File: src/bih_pkg.sv
// Purpose: constants and types of the board interrupt priority handler
// Assumes: 32-bit Avalon-MM register port, byte addresses
// Notes:   interrupt levels are numbered 1..7, 7 highest
package bih_pkg;

    // ------------------------------------------------------------
    // register byte offsets
    // ------------------------------------------------------------
    localparam logic [4:0] OFS_CTRL     = 5'h00;
    localparam logic [4:0] OFS_ROUTE    = 5'h04;
    localparam logic [4:0] OFS_STATUS   = 5'h08;
    localparam logic [4:0] OFS_IRQ_STAT = 5'h0c;
    localparam logic [4:0] OFS_IRQ_MASK = 5'h10;

    // ------------------------------------------------------------
    // control register fields
    // ------------------------------------------------------------
    localparam int CTRL_BBT     = 0;
    localparam int CTRL_SF_EN   = 1;
    localparam int CTRL_SF_LVL  = 4;
    localparam int CTRL_BCL_LVL = 8;
    localparam int CTRL_VME_EN  = 16;

    // ------------------------------------------------------------
    // status register fields
    // ------------------------------------------------------------
    localparam int ST_ABORT  = 0;
    localparam int ST_ACFAIL = 1;
    localparam int ST_SYSF   = 2;
    localparam int ST_BCLR   = 3;
    localparam int ST_LEVEL  = 4;
    localparam int ST_VECTOR = 8;

    // ------------------------------------------------------------
    // event bits, shared by irq status and irq mask
    // ------------------------------------------------------------
    localparam int EV_ABORT  = 0;
    localparam int EV_ACFAIL = 1;
    localparam int EV_SYSF   = 2;
    localparam int EV_BCLR   = 3;
    localparam int EV_VECTOR = 4;
    localparam int EV_W      = 5;

    // ------------------------------------------------------------
    // reset values
    // ------------------------------------------------------------
    localparam logic [2:0] RST_LVL     = 3'h0;
    localparam logic [6:0] RST_VME_EN  = 7'h00;
    localparam logic [7:0] RST_VECTOR  = 8'h0f;
    localparam logic [2:0] IPL_NONE_N  = 3'h7;

    // acknowledge sequencer states
    typedef enum logic [1:0] {
        ACK_IDLE,
        ACK_AUTO,
        ACK_VME,
        ACK_DONE
    } bih_ack_state_type;

endpackage : bih_pkg

File: src/bih_handler.sv
// Purpose: prioritises 7 autovector and 7 VME-vectored levels onto the
//          processor interrupt inputs and serves interrupt acknowledge
// Assumes: all inputs synchronous to clk_sys_i; cpu_iack_i held for the
//          whole acknowledge cycle
// Notes:   registers on Avalon-MM, one wait state per access
//
// Functional notes
// - two request groups, seven autovector and seven device-vectored levels.
// - device-vectored requests are the VME interrupt lines one to seven.
// - autovector sources: board devices, abort switch, ACFAIL, SYSFAIL, BCLR.
// - highest pending level is always driven on the encoded interrupt inputs.
// - autovector outranks device-vectored within a level; 7 highest, 1 lowest.
// - on acknowledge, decode the acknowledged level and compare with requests.
// - autovector request at acked level gives VPA assertion.
// - otherwise run a VME interrupt acknowledge cycle for the vector.
// - abort and ACFAIL fixed on autovector level 7, non-maskable.
// - other autovector sources routable to levels 1..6, shared by OR.
// - each VME line maps only to its own level, never combined.
// - abort and ACFAIL states readable as status bits.
// - SYSFAIL optionally requests at selectable level; state readable.
// - BCLR requests only while block transfer bit set.
// - BCLR state always readable.
// - BCLR should be routed to an autovector level when sharing the bus.
`timescale 1ns/1ps
module bih_handler #(
    parameter int N_DEV = 4
) (
    // clock and reset
    input  wire logic               clk_sys_i,
    input  wire logic               rst_i,
    // avalon-mm register port
    input  wire logic [4:0]         avs_address_i,
    input  wire logic               avs_read_i,
    input  wire logic               avs_write_i,
    input  wire logic [31:0]        avs_writedata_i,
    output logic      [31:0]        avs_readdata_o,
    output logic                    avs_waitrequest_o,
    output logic                    irq_o,
    // request sources, active low
    input  wire logic [N_DEV-1:0]   dev_irq_n_i,
    input  wire logic               abort_n_i,
    input  wire logic               acfail_n_i,
    input  wire logic               sysfail_n_i,
    input  wire logic               bclr_n_i,
    input  wire logic [7:1]         vme_irq_n_i,
    // processor side
    output logic      [2:0]         ipl_n_o,
    input  wire logic               cpu_iack_i,
    input  wire logic [2:0]         cpu_iack_level_i,
    output logic                    vpa_n_o,
    output logic                    cpu_dtack_n_o,
    output logic      [7:0]         cpu_vector_o,
    // vme interrupt acknowledge
    output logic                    vme_iack_n_o,
    output logic                    vme_ds_n_o,
    output logic      [2:0]         vme_iack_level_o,
    input  wire logic               vme_dtack_n_i,
    input  wire logic [7:0]         vme_data_i
);

    if (N_DEV < 1 || N_DEV > 8) begin : g_chk
        $error("N_DEV must lie in 1..8");
    end

    localparam int EV_W = bih_pkg::EV_W;

    // ------------------------------------------------------------
    // configuration registers
    // ------------------------------------------------------------
    logic                   bbt_ff;
    logic                   sf_en_ff;
    logic [2:0]             sf_lvl_ff;
    logic [2:0]             bcl_lvl_ff;
    logic [7:1]             vme_en_ff;
    logic [3*N_DEV-1:0]     route_ff;
    logic [EV_W-1:0]        ev_stat_ff;
    logic [EV_W-1:0]        ev_mask_ff;
    logic                   ack_ff;
    logic                   acc_ok;
    logic                   wr_en;
    logic                   rd_en;
    logic [31:0]            nxt_rdata;
    logic [31:0]            ctrl_word;
    logic [31:0]            stat_word;

    assign acc_ok = ack_ff;
    assign wr_en  = avs_write_i & acc_ok;
    assign rd_en  = avs_read_i & acc_ok;
    // a single wait state keeps read data in a flop without a bypass path
    assign avs_waitrequest_o = (avs_read_i | avs_write_i) & ~ack_ff;

    always_ff @(posedge clk_sys_i) begin
        if (rst_i) begin
            ack_ff <= 1'b0;
        end else begin
            ack_ff <= (avs_read_i | avs_write_i) & ~ack_ff;
        end
    end

    always_ff @(posedge clk_sys_i) begin
        if (rst_i) begin
            bbt_ff     <= 1'b0;
            sf_en_ff   <= 1'b0;
            sf_lvl_ff  <= bih_pkg::RST_LVL;
            bcl_lvl_ff <= bih_pkg::RST_LVL;
            vme_en_ff  <= bih_pkg::RST_VME_EN;
            route_ff   <= '0;
            ev_mask_ff <= '0;
        end else if (wr_en) begin
            case (avs_address_i)
                bih_pkg::OFS_CTRL: begin
                    bbt_ff     <= avs_writedata_i[bih_pkg::CTRL_BBT];
                    sf_en_ff   <= avs_writedata_i[bih_pkg::CTRL_SF_EN];
                    sf_lvl_ff  <= avs_writedata_i[bih_pkg::CTRL_SF_LVL +: 3];
                    bcl_lvl_ff <= avs_writedata_i[bih_pkg::CTRL_BCL_LVL +: 3];
                    vme_en_ff  <= avs_writedata_i[bih_pkg::CTRL_VME_EN +: 7];
                end
                bih_pkg::OFS_ROUTE: begin
                    route_ff <= avs_writedata_i[3*N_DEV-1:0];
                end
                bih_pkg::OFS_IRQ_MASK: begin
                    ev_mask_ff <= avs_writedata_i[EV_W-1:0];
                end
                default: begin
                end
            endcase
        end
    end

    // ------------------------------------------------------------
    // request routing
    // ------------------------------------------------------------
    logic [7:1]     av_req;
    logic [7:1]     autovector_request_n;
    logic [7:1]     device_vector_request_n;
    logic           bclr_req;

    assign bclr_req = bbt_ff & ~bclr_n_i;

    always_comb begin
        av_req = '0;
        // abort and acfail fixed to 7
        av_req[7] = ~abort_n_i | ~acfail_n_i;
        for (int d = 0; d < N_DEV; d++) begin
            if (route_ff[3*d +: 3] inside {[3'h1:3'h6]} && !dev_irq_n_i[d]) begin
                av_req[route_ff[3*d +: 3]] = 1'b1;
            end
        end
        if (sf_en_ff && !sysfail_n_i && sf_lvl_ff inside {[3'h1:3'h6]}) begin
            av_req[sf_lvl_ff] = 1'b1;
        end
        // bus clear lands on its chosen level
        if (bclr_req && bcl_lvl_ff inside {[3'h1:3'h6]}) begin
            av_req[bcl_lvl_ff] = 1'b1;
        end
    end

    assign autovector_request_n    = ~av_req;
    // vme lines one to one onto device-vectored levels
    // each line only reaches its own level
    assign device_vector_request_n = vme_irq_n_i | ~vme_en_ff;

    // ------------------------------------------------------------
    // priority encoder
    // ------------------------------------------------------------
    logic [2:0]     top_lvl;
    logic [2:0]     ipl_n_ff;

    // both groups share a level, order settled at acknowledge
    always_comb begin
        top_lvl = 3'h0;
        for (int l = 1; l <= 7; l++) begin
            if (!autovector_request_n[l] || !device_vector_request_n[l]) begin
                top_lvl = 3'(l);
            end
        end
    end

    // highest pending level to the processor
    always_ff @(posedge clk_sys_i) begin
        if (rst_i) begin
            ipl_n_ff <= bih_pkg::IPL_NONE_N;
        end else begin
            ipl_n_ff <= ~top_lvl;
        end
    end
    assign ipl_n_o = ipl_n_ff;

    // ------------------------------------------------------------
    // interrupt acknowledge sequencer
    // ------------------------------------------------------------
    bih_pkg::bih_ack_state_type ack_st_ff;
    logic [2:0]                 ack_lvl_ff;
    logic [7:0]                 vector_ff;
    logic                       vec_ev;

    always_ff @(posedge clk_sys_i) begin
        if (rst_i) begin
            ack_st_ff  <= bih_pkg::ACK_IDLE;
            ack_lvl_ff <= bih_pkg::RST_LVL;
            vector_ff  <= bih_pkg::RST_VECTOR;
        end else begin
            case (ack_st_ff)
                bih_pkg::ACK_IDLE: begin
                    if (cpu_iack_i) begin
                        ack_lvl_ff <= cpu_iack_level_i;
                        if (cpu_iack_level_i != 3'h0 && !autovector_request_n[cpu_iack_level_i]) begin
                            ack_st_ff <= bih_pkg::ACK_AUTO;
                        end else begin
                            ack_st_ff <= bih_pkg::ACK_VME;
                        end
                    end
                end
                bih_pkg::ACK_AUTO: begin
                    if (!cpu_iack_i) begin
                        ack_st_ff <= bih_pkg::ACK_IDLE;
                    end
                end
                bih_pkg::ACK_VME: begin
                    // interrupter answers with vector and dtack
                    if (!vme_dtack_n_i) begin
                        vector_ff <= vme_data_i;
                        ack_st_ff <= bih_pkg::ACK_DONE;
                    end
                end
                bih_pkg::ACK_DONE: begin
                    if (!cpu_iack_i) begin
                        ack_st_ff <= bih_pkg::ACK_IDLE;
                    end
                end
                default: begin
                    ack_st_ff <= bih_pkg::ACK_IDLE;
                end
            endcase
        end
    end

    assign vec_ev        = (ack_st_ff == bih_pkg::ACK_VME) & ~vme_dtack_n_i;
    assign vpa_n_o       = ack_st_ff != bih_pkg::ACK_AUTO;
    assign cpu_dtack_n_o = ack_st_ff != bih_pkg::ACK_DONE;
    assign cpu_vector_o  = vector_ff;
    // level presented during the vme cycle
    assign vme_iack_n_o     = ack_st_ff != bih_pkg::ACK_VME;
    assign vme_ds_n_o       = ack_st_ff != bih_pkg::ACK_VME;
    assign vme_iack_level_o = ack_lvl_ff;

    // ------------------------------------------------------------
    // events, sticky status, interrupt output
    // ------------------------------------------------------------
    logic [3:0]         pin_q_ff;
    logic [EV_W-1:0]    ev_set;
    logic [3:0]         pin_now;

    assign pin_now = {bclr_n_i, sysfail_n_i, acfail_n_i, abort_n_i};

    // starts at the idle pin level, so reset release gives no false event
    always_ff @(posedge clk_sys_i) begin
        if (rst_i) begin
            pin_q_ff <= 4'hf;
        end else begin
            pin_q_ff <= pin_now;
        end
    end

    assign ev_set = {vec_ev, pin_q_ff & ~pin_now};

    // a read clears only the bits it returned, so an event that
    // arrives during the wait state is not lost; a new event wins
    always_ff @(posedge clk_sys_i) begin
        if (rst_i) begin
            ev_stat_ff <= '0;
        end else if (rd_en && avs_address_i == bih_pkg::OFS_IRQ_STAT) begin
            ev_stat_ff <= (ev_stat_ff & ~avs_readdata_o[EV_W-1:0]) | ev_set;
        end else begin
            ev_stat_ff <= ev_stat_ff | ev_set;
        end
    end

    assign irq_o = |(ev_stat_ff & ev_mask_ff);

    // ------------------------------------------------------------
    // read path
    // ------------------------------------------------------------
    always_comb begin
        ctrl_word = '0;
        ctrl_word[bih_pkg::CTRL_BBT]           = bbt_ff;
        ctrl_word[bih_pkg::CTRL_SF_EN]         = sf_en_ff;
        ctrl_word[bih_pkg::CTRL_SF_LVL +: 3]   = sf_lvl_ff;
        ctrl_word[bih_pkg::CTRL_BCL_LVL +: 3]  = bcl_lvl_ff;
        ctrl_word[bih_pkg::CTRL_VME_EN +: 7]   = vme_en_ff;
        stat_word = '0;
        stat_word[bih_pkg::ST_ABORT]           = ~abort_n_i;
        stat_word[bih_pkg::ST_ACFAIL]          = ~acfail_n_i;
        stat_word[bih_pkg::ST_SYSF]            = ~sysfail_n_i;
        // bclr visible regardless of block transfer bit
        stat_word[bih_pkg::ST_BCLR]            = ~bclr_n_i;
        stat_word[bih_pkg::ST_LEVEL +: 3]      = ~ipl_n_ff;
        stat_word[bih_pkg::ST_VECTOR +: 8]     = vector_ff;
    end

    always_comb begin
        case (avs_address_i)
            bih_pkg::OFS_CTRL:     nxt_rdata = ctrl_word;
            bih_pkg::OFS_ROUTE:    nxt_rdata = 32'(route_ff);
            bih_pkg::OFS_STATUS:   nxt_rdata = stat_word;
            bih_pkg::OFS_IRQ_STAT: nxt_rdata = 32'(ev_stat_ff);
            bih_pkg::OFS_IRQ_MASK: nxt_rdata = 32'(ev_mask_ff);
            default:               nxt_rdata = 32'h0000_0000;
        endcase
    end

    // data sampled in the wait cycle, stands while waitrequest is low
    always_ff @(posedge clk_sys_i) begin
        if (rst_i) begin
            avs_readdata_o <= 32'h0000_0000;
        end else if (avs_read_i && !ack_ff) begin
            avs_readdata_o <= nxt_rdata;
        end
    end
endmodule : bih_handler

File: config.mk
export PLATFORM = sky130hd
export DESIGN_NAME = bih_handler
export DESIGN_NICKNAME = d
export VERILOG_FILES = /design/src/bih_pkg.sv /design/src/bih_handler.sv
export SDC_FILE = /design/constraint.sdc
export NUM_CORES = 1
export LEC_CHECK = 0
export ABC_AREA = 1
export BUFFER_PORTS_ARGS = -buffer_cell sky130_fd_sc_hd__buf_2
export CAP_MARGIN = 20
export CORE_ASPECT_RATIO = 0.75
export CORE_MARGIN = 4
export CORE_UTILIZATION = 50
export CTS_BUF_LIST = sky130_fd_sc_hd__clkbuf_4
export DETAILED_ROUTE_END_ITERATION = 10
export GPL_TIMING_DRIVEN = 0
export PLACE_DENSITY = 0.76
export SYNTH_ARGS = -nofsm -noshare
export SYNTH_HDL_FRONTEND = slang
export SYNTH_SLANG_ARGS = --single-unit
File: constraint.sdc
create_clock -name clk_sys_i -period 1.51 [get_ports clk_sys_i]
set_input_delay 0.151 -clock clk_sys_i [delete_from_list [all_inputs] [get_ports clk_sys_i]]
set_output_delay 0.151 -clock clk_sys_i [all_outputs]
set_load 0.01 [all_outputs]
# Yosys cells after proc, flatten, opt, wreduce, memory -nomap -nowiden

Cells that the tools add are included.

Register bits after elaboration: 90
Input bits: 69
Logic and storage cells: 179

Magnitude comparators: 25
Equal/unequal tests: 13
Multiplexer cells: 34
Bitwise logic cells: 31
Reductions and logical operators: 61

Operators by type and width:

| operator                                                                      | count |
|---|---|
| 23-bit one-hot mux with 5 select lines                                        | 1 |
| 7-bit OR                                                                      | 7 |
| 7-bit two-way mux                                                             | 6 |
| 3-bit by 1-bit >= comparator with 1-bit output (second input constant)        | 12 |
| 3-bit by 4-bit less-than comparator with 1-bit output (second input constant) | 7 |
| 1-bit logical AND                                                             | 22 |
| 1-bit logical NOT                                                             | 21 |
| 1-bit demux with 3-bit select                                                 | 6 |
| 3-bit less-or-equal comparator (second input constant)                        | 6 |
| 3-bit two-way mux                                                             | 6 |
| 7-bit inverter                                                                | 2 |
| 5-bit bitwise AND                                                             | 2 |
| 5-bit by 4-bit == test with 1-bit output (second input constant)              | 2 |
| 2-bit inequality test (second input constant)                                 | 5 |
| 5-bit OR                                                                      | 2 |
| 2-bit AND reduction                                                           | 5 |
| 1-bit two-way mux                                                             | 8 |
| 2-bit two-way mux                                                             | 4 |
| 1-bit logical OR                                                              | 7 |
| 1-bit inverter                                                                | 6 |
| 3-bit inverter                                                                | 2 |
| 2-bit one-hot mux with 3 select lines                                         | 1 |
| 1-bit bitwise AND                                                             | 5 |
| 5-bit by 3-bit == test with 1-bit output (second input constant)              | 1 |
| other kinds (16)                                                              | 18 |

# Logic depth before layout (Yosys ltp)

Gate-level depths: netlist (run 1).

Depth in word-level cells: 27
Gate-level depth with buffers: 13
Mapped depth without buffers: 13

# Worst setup path before layout (run 1)

Ideal clock, no wire load.

Kind: flip-flop to flip-flop
Start: reg sf_en_ff
End: reg ack_st_ff[1]
Library setup time: 0.116 ns
Data arrival time: 1.117 ns
Data required time: 1.394 ns
Path slack: 0.277 ns
Stages on the path, launching flop included: 12
Buffers on the path: 0
Period minus slack after synthesis: 1.233 ns
Cell sequence: dfxtp_1 inv_1 nor2_1 inv_1 nor2_1 nor2_1 nand2_1 nand2_1 a21oi_1 nand2_1 nand3_1 a21oi_1

Word-level cells in the longest chain between the ends: 13

Ends and longest elaborated chain:

| what                                          | line               | source |
|---|---|---|
| start: declaration                            | bih_handler.sv:71  | `logic sf_en_ff;` |
| start signal: assignment                      | bih_handler.sv:113 | `sf_en_ff <= avs_writedata_i[bih_pkg::CTRL_SF_EN];` |
| 1-bit logical AND (*) (2 in a row)            | bih_handler.sv:149 | `if (sf_en_ff && !sysfail_n_i && sf_lvl_ff inside {[3'h1:3'h6]}) begin` |
| 7-bit two-way mux (*)                         | bih_handler.sv:149 |  |
| 7-bit OR (no line)                            | -                  |  |
| 7-bit two-way mux (*)                         | bih_handler.sv:153 | `if (bclr_req && bcl_lvl_ff inside {[3'h1:3'h6]}) begin` |
| 7-bit inverter (*)                            | bih_handler.sv:158 | `assign autovector_request_n = ~av_req;` |
| 1-bit binary-select mux with 3-bit select (*) | bih_handler.sv:207 | `if (cpu_iack_level_i != 3'h0 && !autovector_request_n[cpu_iack_level_i]) begin` |
| 1-bit two-way mux (implied by the code) (*)   | bih_handler.sv:207 |  |
| 1-bit logical NOT (*)                         | bih_handler.sv:207 |  |
| 1-bit logical AND (*)                         | bih_handler.sv:207 |  |
| 2-bit two-way mux (*)                         | bih_handler.sv:207 |  |
| 2-bit two-way mux (*)                         | bih_handler.sv:205 | `if (cpu_iack_i) begin` |
| 2-bit one-hot mux with 3 select lines (*)     | bih_handler.sv:203 | `case (ack_st_ff)` |
| end signal: assignment                        | bih_handler.sv:208 | `ack_st_ff <= bih_pkg::ACK_AUTO;` |
| end signal: assignment                        | bih_handler.sv:210 | `ack_st_ff <= bih_pkg::ACK_VME;` |
| end signal: assignment                        | bih_handler.sv:216 | `ack_st_ff <= bih_pkg::ACK_IDLE;` |
| end: declaration                              | bih_handler.sv:192 | `bih_pkg::bih_ack_state_type ack_st_ff;` |

Every way passes the cells marked *; elsewhere a longest branch is shown, timed or not. The select of a mux whose other input is x is not followed.
A chain may end at the register's enable or synchronous reset.

# Worst setup path after layout (run 1)

Start: reg ev_mask_ff[3]
End: out irq_o

Word-level cells in the longest chain between the ends: 2

Ends and longest elaborated chain:

| what                     | line               | source |
|---|---|---|
| start: declaration       | bih_handler.sv:77  | `logic [EV_W-1:0] ev_mask_ff;` |
| start signal: assignment | bih_handler.sv:122 | `ev_mask_ff <= avs_writedata_i[EV_W-1:0];` |
| 5-bit bitwise AND        | bih_handler.sv:279 | `assign irq_o = \|(ev_stat_ff & ev_mask_ff);` |
| 5-bit OR reduction       | bih_handler.sv:279 |  |
| end: declaration         | bih_handler.sv:38  | `output logic irq_o,` |

Every way passes these cells.

==> results by group, run 1 <==
Worst hold path
  • Hold Startpoint: avs_writedata_i[9]
  • WHS Endpoint: route_ff[9]
  • Worst Hold Class: input port to register
  • Hold Path Stages: 3

Timing
  • Worst Tran Pin Value: 583 ps
  • Fmax: 0.698 GHz
  • Slew Limit Fails: 0
  • Setup violators final: 0
  • Final hold vios: 0
  • Final Critical Period: 1430 ps
  • RSZ-0062 raised after global routing: yes
  • Clock skew: 15.7 ps
  • Period utilisation layout: 94.8%
  • Relative slew slack: 61.1%

Worst setup path
  • Max FO, Critical Path: 3
  • Crit. Startpoint: ev_mask_ff[3]
  • Crit path cell chain: nand2_1 -> o21ai_1 -> a21oi_1 -> o211ai_1 -> buf_2
  • Reg2reg path depth: 6
  • FF-to-FF setup slack: 80 ps
  • Slowest CP cell: dfxtp_1
  • WP data arrival: 1280 ps
  • Worst path bufs/invs: 1
  • CP top delay family: flip-flops
  • Critical Path Start Type: register
  • CP required: 1360 ps
  • Setup crit end kind: output pin
  • R2r endpoint: route_ff[10]
  • Crit Path Category: register to output pin
  • R2r startpoint: acc_ok
  • Max incr delay on CP: 340 ps

Route
  • DR vias/cell: 5.26
  • DRC Markers: 0
  • Initial DRT Pass Iterations: 5
  • DR vias: 4393
  • Routed WL: 12.5 mm
  • Drt wl/cell: 14.9 um
  • Number of antenna-violating nets in the routed design: 0
  • 1st-iter DRT viols: 396

CTS
  • Clk sinks: 81
  • TritonCTS clock tree: built
  • Clock latency on the worst-skew pair: 430 ps
  • Clk buf depth: 2
  • Clock-pin transition on the worst setup and hold timing paths: 140 ps
  • Clock Tree Root: clkbuf_4
  • H-tree depth: 3
  • CTS Buf Count: 9

Floorplan
  • Initial core utilization: 52.7%
  • Die H: 85.0 um
  • Die footprint: 9410 um^2
  • IO Pins: 121
  • Die width: 111 um
  • Core footprint: 7500 um^2
  • Row count: 27

Cells and area
  • Fill cell count: 714
  • Share of layout cells above drive strength 1: 26.3%
  • Layout Nets: 798
  • Layout Cells excl Fill: 835
  • Synth-to-layout area growth: 28.6%
  • Final non-filler cell area: 5080 um^2
  • N_diodes: 0

Logic synthesis
  • Main synth FF type: dfxtp_1
  • Cell variety after synth: 32
  • Top cell type's share of synthesized area: 41.0%
  • Yosys warnings: 0
  • Number of flops mapped to enable cells by yosys: 0
  • Top post-synthesis cells by count: nand2_1 (107), nor2_1 (89), dfxtp_1 (81)
  • #FFs+latches synth: 81
  • Post-Syn Area: 3950 um^2
  • Area contributors post-synth: dfxtp_1 (41%), nand2_1 (10%), nor2_1 (8.4%), a21oi_1 (7.6%), o21ai_0 (7.5%)
  • Cells after Synth: 582
  • Yosys top cell by area: dfxtp_1
  • Count leader, synth: nand2_1
  • Sequential fraction of the synthesis area: 41.0%
  • Synthesized area per cell: 6.79 um^2
  • Asr flop ratio synth: 0%

Placement
  • Port buffer count: 98
  • Gpl congestion: 0.958
  • Cell Area, Placed: 4600 um^2
  • Cells after DPL: 789
  • Post-DP HPWL: 9.41 mm

Global route
  • Number of global-route vias before repair: 4227
  • Total gr overflow: 0
  • First-pass GRT wire length: 20.1 mm
  • Pin count of the biggest net entering global routing: 15
  • Antenna violations before repair: 0
  • Total GRT Usage: 26.3%

Pwr
  • Pleak: 2.39 nW
  • Max IR drop VDD: 0.531 mV
  • Power per cell area: 807 nW/um^2

Outcome
  • Outcome: complete, no violations

Run
  • Max-cap viol count: 0
-- registers in the layout (all words and copies together), names as in the netlist --
| register | count |
|---|---|
| sf_en_ff | 1 |
| bcl_lvl_ff | 3 |
| avs_readdata_o | 23 |
| sf_lvl_ff | 3 |
| route_ff | 12 |
| ev_stat_ff | 5 |
| cpu_vector_o | 8 |
| vme_en_ff | 7 |
| vme_iack_level_o | 3 |
| ack_st_ff | 2 |
| bbt_ff | 1 |
| acc_ok | 1 |
| pin_q_ff | 4 |
| ev_mask_ff | 5 |
| ipl_n_o | 3 |
-- metrics by stage --
stage / setup TNS (ps) / setup slack, ps / total power (W) / utilization [%] / hold slack, ps
floorplan: 0 / 277 / 0.00266 / - / 248
global placement: -81.8 / -11.5 / 0.00290 / 61.3 / 367
detailed placement: -344 / -39.3 / 0.00292 / 61.3 / 379
CTS: 0 / 7.66 / 0.00409 / 66.6 / 3.43
global route: -395 / -45.6 / 0.00430 / 67.8 / 18.0
finish: 0 / 77.8 / 0.00410 / 67.8 / 18.0
-- where the power goes --
part	switching, W	internal (W)
sequential	0.0000605	0.00223
combinational	0.000385	0.000289
clock	0.000804	0.000337
-- routing by layer --
layer / up-vias / part of all wire [%] / global-route usage, %
met5: - / 0 / 0
met4: 0 / 1.7 / 7.05
met2: 218 / 46 / 43.6
met3: 27 / 8.8 / 6.27
met1: 1979 / 43 / 34.5
li1: 2169 / - / -
-- layout make-up --
class / instances / area (um^2) / share of cell area [%]
Multi-Input combinational cell: 406 / 1960 / 38.5
Sequential cell: 81 / 1640 / 32.2
Timing Repair Buffer: 129 / 795 / 15.6
Inverter: 76 / 290 / 5.71
Buffer: 26 / 165 / 3.25
Tap cell: 101 / 126 / 2.49
Clock buffer: 9 / 67.6 / 1.33
Clock inverter: 7 / 45.0 / 0.886
-- cell usage in the layout, fill, tap and decap left out, types with 10 or more instances in the layout --
cell and n:
a21oi_1 59, buf_2 100, buf_4 16, dfxtp_1 72
dlygate4sd3_1 26, inv_1 61, inv_2 13, nand2_1 107
nand3_1 36, nor2_1 77, nor2_2 13, o21ai_0 58
o22ai_1 10
-- cells by family after synthesis --
group	share of synthesized area, %
AOI/OAI and AO/OA	20.9
buffers and inverters	11.6
DFF	41.0
other	0.0948
and+or+nand+nor	26.4
-- worst max path at each step --
stage                    endpoint  cells past startpoint  slack (ps)
2_1_floorplan        ack_st_ff[1]                     11         280
3_3_place_gp   avs_readdata_o[10]                      5         -10
3_5_place_dp    avs_readdata_o[8]                      5         -40
4_1_cts              vme_iack_n_o                      4           8
5_1_grt         avs_readdata_o[8]                      5         -50
6_report                    irq_o                      5          80
-- what timing repair did --
item,in CTS,in global routing
gates resized for setup,6,37
setup buffers,1,4
hold buffers,26,0
pin swaps,0,4
endpoints found under the hold margin,27,0
endpoints found under the setup margin,17,24
-- worst reg2reg max path: stages (launching register included) --
cell     delay (ps)
dfxtp_1         430
nand2_1         240
nor2_1          240
inv_2            80
buf_6           140
o21ai_0         140
a21oi_1          60
Power figures use the tool's default switching activity.
==> run 2: changes to the inputs <==
--- a/constraint.sdc
+++ b/constraint.sdc
@@ -3,2 +3,2 @@
 set_output_delay 0.151 -clock clk_sys_i [all_outputs]
-set_load 0.01 [all_outputs]
+set_load 0.05 [all_outputs]
==> run 2 against run 1 <==
Critical endpoint is now vme_iack_n_o; first-iteration DRC count down 7.3%; register-to-register slack worse by 20 ps; largest cell class unchanged; worst setup slack worse by 75 ps; worst hold slack worse by 2.2 ps; largest power group unchanged; sequential share of layout area down 0.19 points; core utilization up 0.60 points.
==> results by group, run 2 (synthesis results as in run 1) <==
Outcome
  • Outcome: complete, no violations

Worst hold path
  • WHS Endpoint: route_ff[9]
  • Hold Startpoint: avs_writedata_i[9]
  • Worst Hold Class: input port to register
  • Hold Path Stages: 3

Floorplan
  • Die width: 111 um
  • Row count: 27
  • IO Pins: 121
  • Die H: 85.0 um
  • Initial core utilization: 52.7%
  • Die footprint: 9410 um^2
  • Core footprint: 7500 um^2

Timing
  • Final Critical Period: 1510 ps
  • Fmax: 0.663 GHz
  • Slew Limit Fails: 0
  • Min Hold Slack: 15.9 ps
  • Setup violators final: 0
  • Period utilisation layout: 99.8%
  • Final hold vios: 0
  • Clock skew: 14.3 ps
  • Relative slew slack: 60.6%
  • RSZ-0062 raised after global routing: yes
  • Final worst slack: 2.73 ps
  • Worst Tran Pin Value: 591 ps

Cells and area
  • Layout Nets: 800
  • Leading cell type in the layout, fill and taps excluded: nand2_1
  • Commonest non-fill, non-tap cells in the layout: nand2_1 (105), buf_2 (99), nor2_1 (77), dfxtp_1 (68)
  • Final non-filler cell area: 5130 um^2
  • Synth-to-layout area growth: 29.7%
  • N_diodes: 0
  • Fill cell count: 704
  • Largest Register: avs_readdata_o
  • Number of flip-flops in the largest register: 23
  • Share of layout cells above drive strength 1: 27.9%

Placement
  • Pre-CTS setup slack: -39.3 ps
  • Port buffer count: 98
  • Cell Area, Placed: 4600 um^2
  • Post-DP HPWL: 9.41 mm
  • Gpl congestion: 0.958

Worst setup path
  • FF-to-FF setup slack: 60 ps
  • Critical Path Start Type: register
  • Crit Path Category: register to output pin
  • Worst path bufs/invs: 3
  • Worst path depth: 4
  • R2r endpoint: ack_st_ff[1]
  • Reg2reg path depth: 11
  • Max FO, Critical Path: 4
  • R2r startpoint: sf_en_ff
  • Max incr delay on CP: 360 ps
  • Setup crit end kind: output pin
  • CP top delay family: flip-flops
  • Crit path cell chain: inv_2 -> or2_4 -> buf_6 -> buf_8
  • WP data arrival: 1360 ps
  • CP required: 1360 ps
  • Slowest CP cell: dfxtp_2

Pwr
  • Pleak: 2.41 nW
  • Logic pwr share: 22.1%
  • Clock network power share: 26.0%
  • Power per cell area: 860 nW/um^2
  • Max IR drop VDD: 0.604 mV
  • Sw Share: 34.8%
  • Psw: 0.00154 W
  • Sequential share of power: 51.9%
  • Internal power: 0.00288 W
  • Total Power: 0.00441 W

CTS
  • TritonCTS clock tree: built
  • Clk sinks: 81
  • Clock latency on the worst-skew pair: 440 ps
  • Clk buf depth: 2
  • H-tree depth: 3
  • Clock-pin transition on the worst setup and hold timing paths: 140 ps
  • CTS Buf Count: 9
  • Clock Tree Root: clkbuf_4

Global route
  • Number of global-route vias before repair: 4233
  • Pin count of the biggest net entering global routing: 15
  • Total GRT Usage: 26.3%
  • First-pass GRT wire length: 20.2 mm
  • Total gr overflow: 0
  • Antenna violations before repair: 0

Route
  • Number of antenna-violating nets in the routed design: 0
  • Initial DRT Pass Iterations: 5
  • Routed WL: 12.6 mm
  • DRC Markers: 0
  • DR vias: 4444
  • 1st-iter DRT viols: 367
  • Drt wl/cell: 15.1 um
  • DR vias/cell: 5.31

Run
  • Max-cap viol count: 0
run 2: cell count changes in the layout (fill, tap and decap cells not counted), moves of 2 or more:
cell,change
nand2_1,-2
buf_4,+2
dfxtp_1,-4
inv_2,+2
nand2_2,+2
dfxtp_2,+4
inv_1,-2
run 2: cell type report:
| cell class | count | area, um^2 | share of cell area [%] |
|---|---|---|---|
| multi-input combinational | 406 | 1970 | 38.4 |
| sequential | 81 | 1640 | 32.0 |
| timing repair buffer | 130 | 808 | 15.8 |
| inverter | 76 | 290 | 5.66 |
| buffer | 27 | 178 | 3.46 |
| tap | 101 | 126 | 2.46 |
| clock buffer | 9 | 67.6 | 1.32 |
| clock inverter | 7 | 45.0 | 0.878 |
run 2: worst min-delay path, cell delays in order:
cell and delay (ps):
buf_2 90, o21ai_0 70, a21oi_1 100
run 2: power by group through the flow:
stage	logic, W	clock network [W]	registers [W]
floorplan	0.000402	0	0.00253
global placement	0.000845	0	0.00233
detailed placement	0.000859	0	0.00233
CTS	0.000933	0.00115	0.00229
global route	0.00105	0.00124	0.00230
finish	0.000974	0.00115	0.00229
run 2: worst max-delay path by stage:
stage                 startpoint                 end  slack (ps)
finish              ack_st_ff[1]        vme_iack_n_o           3
global route        ack_st_ff[1]        vme_iack_n_o         -60
CTS                 ack_st_ff[1]        vme_iack_n_o         -10
detailed placement        acc_ok   avs_readdata_o[8]         -40
global placement          acc_ok  avs_readdata_o[10]         -10
floorplan           ack_st_ff[1]     cpu_vector_o[5]         150
run 2: layer usage:
layer,global-route usage [%],vias up,share of wire [%]
li1,-,2167,-
met1,34.5,2030,43
met2,43.7,222,46
met3,6.34,25,9.7
met4,7.05,0,1.7
met5,0,-,0
run 2: per-stage QoR:
step | setup TNS [ps] | utilization (%) | instances
finish | 0 | 68.4 | 837
global route | -200 | 68.4 | 837
CTS | -14.3 | 66.7 | 832
detailed placement | -344 | 61.3 | 789
global placement | -81.8 | 61.3 | 789
floorplan | 0 | - | 590
run 2: timing repair:
item / in CTS / in global routing
pin swaps: 0 / 5
hold buffers: 26 / 0
setup endpoints to repair: 18 / 25
hold endpoints to repair: 27 / 0
setup buffers: 1 / 5
gates resized for setup: 11 / 48
cloned: 0 / 0
